### src/verilog/trig_cond_map.vh
// Register map, field layout and timing constants of the trigger conditioner
//
// Contract
// Route conditioned line to one of four functions
// Acquisition start function gets acquisition start event
// Frame start function gets frame start event
// Frame counter reset clears frame counter
// Trigger counter reset clears trigger input counter
// Frame start trigger selected after reset
// External source supplies timing suiting selected function
// Pass new level only after stable debounce time
// Pulses shorter than debounce time are discarded
// Accepted transitions delayed by debounce time
// Debounce time 0 to 20 us, whole us
// Software sets debounce slightly above longest glitch
// Polarity flip inverts input when set
// Software selects line before writing line settings
// Invert before debouncer, debounced result to edges
// Debouncer holds output, restarts count on change
`ifndef TRIG_COND_MAP_VH
`define TRIG_COND_MAP_VH

// Register byte addresses
`define ADDR_ROUTE 4'h0
`define ADDR_FILTER 4'h4
`define ADDR_POLARITY 4'h8
`define ADDR_STATUS 4'hc
`define ADDR_FRAME_CNT 5'h10
`define ADDR_TRIG_CNT 5'h14

// Route select encodings
`define ROUTE_ACQ_START 2'h0
`define ROUTE_FRAME_START 2'h1
`define ROUTE_FRAME_CNT_RST 2'h2
`define ROUTE_TRIG_CNT_RST 2'h3
`define ROUTE_RESET `ROUTE_FRAME_START

// Debounce time
`define FILTER_US_MAX 5'h14
`define FILTER_US_RESET 5'h00
`define CLK_MHZ 200
`define CYCLES_PER_US 8'hc8

// Line selector: index of the opto input pin
`define LINE_INPUT 1'b0

`endif

### src/verilog/pin_sync.v
// Two-flop synchroniser for the opto input pin
`timescale 1ns/1ps
module pin_sync
(
    // Clock and reset
    input wire hclk,
    input wire hresetn,
    // Pin and synchronised level
    input wire pin_in,
    output wire pin_sync_out
);
    reg stage1_reg;
    reg stage2_reg;

    always @(posedge hclk or negedge hresetn)
    begin
        if (!hresetn)
        begin
            stage1_reg <= 1'b0;
            stage2_reg <= 1'b0;
        end
        else
        begin
            stage1_reg <= pin_in;
            stage2_reg <= stage1_reg;
        end
    end

    assign pin_sync_out = stage2_reg;
endmodule // pin_sync

### src/verilog/glitch_filter.v
// Stable-time debouncer with a microsecond-scaled cycle count
`timescale 1ns/1ps
`include "trig_cond_map.vh"
module glitch_filter
(
    // Clock and reset
    input wire hclk,
    input wire hresetn,
    // Setting and level
    input wire [4:0] glitch_filter_time_us,
    input wire level_in,
    output wire level_out
);
    // 20 us at 200 MHz is 4000 cycles, fits in 12 bits
    wire [12:0] limit_full;
    wire [11:0] limit;
    reg [11:0] count_reg;
    reg cand_reg;
    reg out_reg;

    // Product is 13 bits wide; its top bit stays zero up to 20 us
    assign limit_full = glitch_filter_time_us * `CYCLES_PER_US;
    assign limit = limit_full[11:0];

    always @(posedge hclk or negedge hresetn)
    begin
        if (!hresetn)
        begin
            count_reg <= 12'h000;
            cand_reg <= 1'b0;
            out_reg <= 1'b0;
        end
        else if (level_in == out_reg)
        begin
            // Back at the held level: a shorter pulse is dropped R09
            count_reg <= 12'h000;
            cand_reg <= level_in;
        end
        else if (level_in != cand_reg)
        begin
            cand_reg <= level_in;
            count_reg <= 12'h000;
        end
        else if (count_reg + 12'h001 >= limit)
        begin
            // Zero setting passes a level held for two cycles; one-cycle pulses are still dropped R11
            out_reg <= level_in;
            count_reg <= 12'h000;
        end
        else
        begin
            count_reg <= count_reg + 12'h001;
        end
    end

    assign level_out = out_reg;
endmodule // glitch_filter

### src/verilog/trigger_input_conditioner.v
// Opto input conditioner with AHB-Lite register access
`timescale 1ns/1ps
`include "trig_cond_map.vh"
module trigger_input_conditioner
(
    // Clock and reset
    input wire hclk,
    input wire hresetn,
    // AHB-Lite slave
    input wire hsel,
    input wire [31:0] haddr,
    input wire [1:0] htrans,
    input wire hwrite,
    input wire [2:0] hsize,
    input wire [31:0] hwdata,
    input wire hready,
    output wire [31:0] hrdata,
    output wire hreadyout,
    output wire hresp,
    // Opto input pin
    input wire opto_input_pin,
    // Camera function events
    output wire acq_start_trig,
    output wire frame_start_trig,
    output wire frame_cnt_clear,
    output wire trig_cnt_clear,
    // Metadata counters
    input wire frame_done,
    output wire [31:0] frame_count,
    output wire [31:0] trig_count
);
    reg [1:0] pin_route_select_reg;
    reg [4:0] glitch_filter_time_us_reg;
    reg polarity_flip_reg;
    reg [31:0] frame_cnt_reg;
    reg [31:0] trig_cnt_reg;
    reg [31:0] rdata_reg;
    reg wr_pend_reg;
    reg [4:0] wr_addr_reg;
    reg filt_d_reg;
    wire pin_s;
    wire flipped;
    wire filtered;
    wire rise;
    wire take;
    wire [4:0] a;

    pin_sync u_sync
    (
        .hclk(hclk),
        .hresetn(hresetn),
        .pin_in(opto_input_pin),
        .pin_sync_out(pin_s)
    );

    assign flipped = pin_s ^ polarity_flip_reg;

    glitch_filter u_filter
    (
        .hclk(hclk),
        .hresetn(hresetn),
        .glitch_filter_time_us(glitch_filter_time_us_reg),
        .level_in(flipped),
        .level_out(filtered)
    );

    // Rising edge of the debounced level is the event R15
    assign rise = filtered & ~filt_d_reg;

    // Exactly one function sees the event R01
    assign acq_start_trig = rise &
        (pin_route_select_reg == `ROUTE_ACQ_START);
    assign frame_start_trig = rise &
        (pin_route_select_reg == `ROUTE_FRAME_START);
    assign frame_cnt_clear = rise &
        (pin_route_select_reg == `ROUTE_FRAME_CNT_RST);
    assign trig_cnt_clear = rise &
        (pin_route_select_reg == `ROUTE_TRIG_CNT_RST);

    // Bus: zero wait states, always OKAY
    assign take = hsel & hready & htrans[1];
    assign a = haddr[4:0];
    assign hreadyout = 1'b1;
    assign hresp = 1'b0;
    assign hrdata = rdata_reg;
    assign frame_count = frame_cnt_reg;
    assign trig_count = trig_cnt_reg;

    always @(posedge hclk or negedge hresetn)
    begin
        if (!hresetn)
        begin
            filt_d_reg <= 1'b0;
            frame_cnt_reg <= 32'h00000000;
            trig_cnt_reg <= 32'h00000000;
        end
        else
        begin
            filt_d_reg <= filtered;
            // Clear wins over a concurrent count so the reset is exact
            if (frame_cnt_clear)
                frame_cnt_reg <= 32'h00000000;
            else if (frame_done)
                frame_cnt_reg <= frame_cnt_reg + 32'h00000001;
            if (trig_cnt_clear)
                trig_cnt_reg <= 32'h00000000;
            else if (rise)
                trig_cnt_reg <= trig_cnt_reg + 32'h00000001;
        end
    end

    always @(posedge hclk or negedge hresetn)
    begin
        if (!hresetn)
        begin
            wr_pend_reg <= 1'b0;
            wr_addr_reg <= 5'h00;
            pin_route_select_reg <= `ROUTE_RESET;
            glitch_filter_time_us_reg <= `FILTER_US_RESET;
            polarity_flip_reg <= 1'b0;
            rdata_reg <= 32'h00000000;
        end
        else
        begin
            if (hready)
            begin
                wr_pend_reg <= take & hwrite;
                wr_addr_reg <= a;
            end
            if (wr_pend_reg)
            begin
                case (wr_addr_reg)
                    {1'b0, `ADDR_ROUTE}:
                        pin_route_select_reg <= hwdata[1:0];
                    {1'b0, `ADDR_FILTER}:
                        // Out of range values saturate at 20 us R11
                        if (hwdata[31:0] > {27'h0, `FILTER_US_MAX})
                            glitch_filter_time_us_reg <= `FILTER_US_MAX;
                        else
                            glitch_filter_time_us_reg <= hwdata[4:0];
                    {1'b0, `ADDR_POLARITY}:
                        polarity_flip_reg <= hwdata[0];
                    default:
                        ;
                endcase
            end
            if (take & ~hwrite)
            begin
                case (a)
                    {1'b0, `ADDR_ROUTE}:
                        rdata_reg <= {30'h0, pin_route_select_reg};
                    {1'b0, `ADDR_FILTER}:
                        rdata_reg <= {27'h0, glitch_filter_time_us_reg};
                    {1'b0, `ADDR_POLARITY}:
                        rdata_reg <= {31'h0, polarity_flip_reg};
                    {1'b0, `ADDR_STATUS}:
                        rdata_reg <= {30'h0, filtered, pin_s};
                    `ADDR_FRAME_CNT:
                        rdata_reg <= frame_cnt_reg;
                    `ADDR_TRIG_CNT:
                        rdata_reg <= trig_cnt_reg;
                    default:
                        rdata_reg <= 32'h00000000;
                endcase
            end
        end
    end
endmodule // trigger_input_conditioner

### config.mk
export PLATFORM = sky130hd
export DESIGN_NAME = trigger_input_conditioner
export DESIGN_NICKNAME = d
export VERILOG_FILES = /design/src/verilog/pin_sync.v /design/src/verilog/glitch_filter.v /design/src/verilog/trigger_input_conditioner.v
export VERILOG_INCLUDE_DIRS = /design/src /design/src/verilog
export SDC_FILE = /design/constraint.sdc
export NUM_CORES = 1
export LEC_CHECK = 0
export BUFFER_PORTS_ARGS = -buffer_cell sky130_fd_sc_hd__buf_2
export CAP_MARGIN = 30
export CORE_MARGIN = 4
export CORE_UTILIZATION = 53
export DETAILED_ROUTE_END_ITERATION = 10
export GPL_TIMING_DRIVEN = 0
export PLACE_DENSITY = 0.79
export SLEW_MARGIN = 20
export SYNTH_ARGS = -nofsm -noshare
export SYNTH_HDL_FRONTEND = slang
export SYNTH_SLANG_ARGS = --single-unit
### constraint.sdc
create_clock -name hclk -period 4.45 [get_ports hclk]
set_input_delay 0.445 -clock hclk [delete_from_list [all_inputs] [get_ports hclk]]
set_output_delay 0.445 -clock hclk [all_outputs]
set_load 0.03 [all_outputs]
## After elaboration in Yosys (flattened, before gate mapping)

Index checks and enable logic that the tools add are counted.

| word-level totals | value |
|---|---|
| output and inout bits | 102 |
| bits in registers | 127 |
| input port bits | 76 |
| word-level logic and storage cells | 67 |

| cells by class | value |
|---|---|
| magnitude comparators | 2 |
| bitwise logic cells | 14 |
| $add $sub $neg | 3 |
| multiply operators | 1 |
| multiplexer cells | 11 |
| reductions and logical operators | 10 |
| eq/ne operators | 12 |

Operators with widths:

| kind | count |
|---|---|
| $pmux 32 s6 | 1 |
| $mux 32 | 4 |
| $add 32x1->32 const B | 2 |
| $mux 12 | 3 |
| $gt 32x5->1 const B | 1 |
| $eq 5x4->1 const B | 3 |
| $add 12x1->12 const B | 1 |
| $ge 12x12->1 | 1 |
| $eq 5x3->1 const B | 2 |
| $eq 5x5->1 const B | 2 |
| $logic_not 5->1 | 2 |
| $and 1x1->1 | 9 |
| $mul 5x5->9 const B | 1 |
| $reduce_and 2->1 | 3 |
| $reduce_bool 2->1 | 3 |
| $mux 5 | 1 |
| $eq 2x2->1 const B | 2 |
| $not 1->1 | 4 |
| $reduce_and 3->1 | 1 |
| $eq 2x1->1 const B | 1 |
| $logic_not 2->1 | 1 |
| $mux 1 | 2 |
| $eq 1x1->1 | 1 |
| $ne 1x1->1 | 1 |
| $xor 1x1->1 | 1 |

## Depth between registers and ports, before layout

| logic depth | value |
|---|---|
| depth after elaboration | 5 |
| depth in mapped cells | 14 |
| gate-level depth less buffers | 13 |

## Hierarchy

From an unflattened synthesis, not the netlist that was laid out.

| second synthesis, totals | value |
|---|---|
| cell total of the unflattened synthesis | 717 |
| area, all modules | 6975.4 um^2 |

By module, submodules not included:

| module | times used | cells an instance | seq. area each (um^2) | area an instance (um^2) |
|---|---|---|---|---|
| trigger_input_conditioner | 1 | 594 | 2778.9 | 5693.0 |
| glitch_filter | 1 | 121 | 350.3 | 1232.4 |
| pin_sync | 1 | 2 | 50.0 | 50.0 |

## Least setup slack after synthesis

OpenSTA, ideal clock, no wires.

| path | value |
|---|---|
| kind | register to register |
| start | register glitch_filter_time_us_reg[3] |
| end | register u_filter.count_reg[10] |
| buffers on the path | 1 |
| stages on the path, launching flop included | 15 |
| setup slack | 1206 ps |
| arrival | 3109 ps |
| required time | 4314 ps |
| setup time | 136 ps |
| clock period less this slack | 3244 ps |
| cells stage by stage | dfrtp_1 -> inv_1 -> ha_1 -> inv_1 -> ha_1 -> ha_1 -> ha_1 -> a31oi_1 -> xnor2_1 -> ha_1 -> nand4_1 -> a2111o_1 -> o211ai_1 -> clkbuf_1 -> nor3b_1 |

| between the ends | value |
|---|---|
| word-level cells in the longest chain between the ends | 5 |

RTL lines:

| what | RTL line | text |
|---|---|---|
| start, declared | trigger_input_conditioner.v:33 | `reg [4:0] glitch_filter_time_us_reg;` |
| start signal, assigned | trigger_input_conditioner.v:119 | `` glitch_filter_time_us_reg <= `FILTER_US_RESET; `` |
| start signal, assigned | trigger_input_conditioner.v:138 | `` glitch_filter_time_us_reg <= `FILTER_US_MAX; `` |
| start signal, assigned | trigger_input_conditioner.v:140 | `glitch_filter_time_us_reg <= hwdata[4:0];` |
| $mul 5x5->9 (no line) | - |  |
| $ge 12x12->1 | glitch_filter.v:44 | `else if (count_reg + 12'h001 >= limit)` |
| $mux 12 | glitch_filter.v:44 |  |
| $mux 12 | glitch_filter.v:39 | `else if (level_in != cand_reg)` |
| $mux 12 | glitch_filter.v:33 | `else if (level_in == out_reg)` |
| end signal, assigned | glitch_filter.v:52 | `count_reg <= count_reg + 12'h001;` |
| end, declared | glitch_filter.v:17 | `reg [11:0] count_reg;` |

No other way between the ends.
A chain may end at the register's enable or synchronous reset.

## Worst setup path after layout

| path | value |
|---|---|
| start | register glitch_filter_time_us_reg[3] |
| end | register u_filter.count_reg[5] |

The elaborated chain is that of the path after synthesis.

==> key figures <==
Run status
  – Status: finished clean

Global routing
  – Vias in the first global route: 5,730
  – Total gr overflow: 0
  – First-pass GRT wire length: between 20 and 30 mm
  – M1 GR Usage: 34.80%
  – Met2 Use GR: roughly 40%
  – Largest net degree at the start of global routing: 81
  – Antenna violations before repair: 0
  – GRT Total Usage: approximately 26%
  – Grt peak-use layer: met2
  – Met3 GRT Util: under 10%

Layout
  – Antenna cells: 0
  – Nets: 973
  – Share of cells above drive strength 1: 23.32%
  – Area grow syn2layout: 22.60%

STA
  – Clock Skew: 0.008711 ns
  – Tcrit/Tclk final: 82.52%
  – Max-slew violation count: 0
  – Setup_tns: 0 ns
  – Slew @ Worst Pin: approximately 0.52 ns
  – RSZ-0062 raised after global routing: false
  – Number of hold violations in the final report: 0
  – Fmax: around 0.27 GHz
  – Slew margin rel.: 65.64%
  – Setup violations, final: 0
  – Min cycle time layout: 3.672 ns

Power and ir drop
  – Tot Pwr: around 0.0030 W
  – Worst vdd ir: 319.3 µV
  – Leak: 3.942 nW
  – Pwr Density: 352.9 nW/µm²

Floorplan
  – FP Rows: 41
  – Die ar.: around 15,000 µm²
  – IO Count: around 180
  – Initial core utilization: 54.23%
  – Die height: 121.9 µm
  – Core area: 12,670 µm²
  – Die W: 121.9 µm

Logic synthesis
  – Share of the yosys chip area belonging to registers: 46.27%
  – Yosys reg bits: 127
  – Mean Syn Cell Area: 9.719 µm²
  – Main combinational cell family by area after synthesis: simple AND/OR/NAND/NOR gates
  – YS warnings: 0
  – Cells after synthesis: 707
  – Number of flops mapped to enable cells by yosys: 0
  – Synth cell types: 59
  – Post-Syn Area: 6872 µm²
  – Complex-gate fraction of the synthesized area: 13.67%
  – Mux contribution to synthesized area: 3.969%
  – Synth Area in XOR/XNOR: 4.588%
  – Most common flop cell mapped by yosys: dfrtp_1
  – Simple-gate portion of the synthesized area: around 23%
  – Asr flop ratio synth: 100.0%
  – Synth Area in Adders: 5.025%
  – Post-Syn Nets: 810

Critical path
  – Worst Setup Start Kind: register
  – R2r setup slk: approximately 0.78 ns
  – CP arrival: 3.95 ns
  – CP max FO: 10
  – CP Class: register to register
  – Worst Setup End Kind: register
  – Crit path required time: 4.73 ns

Routing
  – Drt first pass iters: 6
  – Wirelength, routed: 18.79 mm
  – DRC Markers: 0
  – Antenna Violating Nets Remaining: 0
  – Vias: 6,224
  – 1st-iter DRT viols: 674
  – Vias per inst: 5.922
  – Drt wl/cell: 17.88 µm

Clocking
  – Clock root buffer: clkbuf_16
  – Clk buf depth: 2
  – Clock sinks: 127
  – CTS tree: yes
  – Worst-Skew Late Latency: approximately 0.42 ns
  – H-tree depth: 4
  – Resized cells post-CTS: 0
  – Num CTS Buffers: 17
  – Worst-path clk slew: 0.05 ns

Placed design
  – I/O Buffers: 142
  – Routability-driven placement congestion ratio: between 0.9 and 1
  – DP Wirelength: 13.91 mm

Flow run
  – Max-cap violations: 0

Worst hold path
  – Hold WC Path Type: input port to register
-- per-layer routing --
layer  wire length (µm)  up-vias
met5                  0        -
met2               9119      224
li1                   -     2941
met3               1229       46
met4                548        0
met1               7894     3013
-- report_power, final --
group	total (W)	internal, W	switching (W)
clock network	0.00138	0.000908	0.000474
registers	0.00129	0.00121	0.0000783
logic	0.000304	0.000110	0.000194
total	0.00297	0.00223	0.000747
-- repair_timing --
| action | 4_1_cts | 5_1_grt |
|---|---|---|
| hold buffers | 1 | 0 |
| hold endpoints to repair | 47 | 0 |
| buffers inserted | 0 | 0 |
-- cells in the mapped netlist, types with 17 or more instances --
cell type | n | area [µm²]
xnor2_1 | 17 | 148.9
nand4_1 | 29 | 181.4
nor2_1 | 28 | 105.1
inv_1 | 24 | 90.09
a21oi_1 | 35 | 175.2
or4_1 | 21 | 157.7
nand2_1 | 76 | 285.3
xor2_1 | 19 | 166.4
dfrtp_1 | 126 | 3153
o21ai_0 | 46 | 230.2
ha_1 | 26 | 325.3
nand3_1 | 26 | 130.1
clkbuf_1 | 27 | 101.4
a22oi_1 | 29 | 217.7
-- worst max-delay path, cell delays in order (launching register included) --
cell and delay, ns:
dfrtp_1 0.44, inv_1 0.07, ha_1 0.27, inv_1 0.04
ha_1 0.28, ha_1 0.29, ha_1 0.32, a31oi_1 0.17
xnor2_1 0.11, ha_1 0.30, nand4_1 0.18, a2111o_1 0.37
o211ai_1 0.18, clkbuf_1 0.39, nor3b_1 0.11
-- path summary, 6_finish.rpt --
kind	start	end	depth (start not counted)
worst min-delay path	opto_input_pin	u_sync.stage1_reg	1
min in group asynchronous	hresetn	frame_count[27]	2
worst min register to register	u_sync.stage1_reg	u_sync.pin_sync_out	0
max in group asynchronous	hresetn	pin_route_select_reg[0]	3
worst max register to register	glitch_filter_time_us_reg[3]	u_filter.count_reg[5]	14
worst max-delay path	glitch_filter_time_us_reg[3]	u_filter.count_reg[5]	14
-- cell usage in the layout, fill, tap and decap left out, drive strengths merged, types with 3 or more instances in the layout --
cell type    n
nand2b       3
nand3       26
clkinv       3
o21ai       46
a22oi       29
and3        11
nand4       30
or4         21
ha          26
a21oi       35
dfrtp      126
nor4         9
clkbuf      49
or2         11
nor3b       10
nor3        15
a22o         3
mux2         8
o2111ai      3
mux2i       16
nand2       76
bufinv       3
o211ai       6
inv         24
or3          9
buf        153
xor2        19
xnor2       17
o31ai       15
and2         7
nor2        28
and4        10
-- kinds of logic (layout without fill, tap and decap cells) --
logic type,count (synthesis),count (layout)
other,2,2
buffers and inverters,62,234
adders and majority gates,27,27
DFF,127,127
muxes,25,25
AOI/OAI and AO/OA,149,149
xor gates and xnor gates,36,36
and+or+nand+nor,279,279
-- cell type report --
| cell class | count | area, µm² |
|---|---|---|
| timing repair buffer | 144 | 754.5 |
| tap | 172 | 215.2 |
| multi-input combinational | 518 | 3436 |
| sequential | 127 | 3179 |
| inverter | 24 | 90.09 |
| clock buffer | 21 | 470.5 |
| buffer | 38 | 166.4 |
| fill | 1031 | 4247 |
| clock inverter | 7 | 112.6 |
-- metrics by stage --
step	cell area [µm²]	setup WS (ns)	hold WS [ns]	util, %	cells
after floorplan	6872	1.206	0.1494	-	707
after global placement	7797	0.8626	0.3407	61.54	1021
after detailed placement	7831	0.7980	0.3425	61.81	1022
after CTS	8424	0.7554	0.1437	66.49	1051
after global routing	8424	0.4683	0.1329	66.49	1051
final	8424	0.7779	0.1511	66.49	1051
Power figures use the tool's default switching activity.
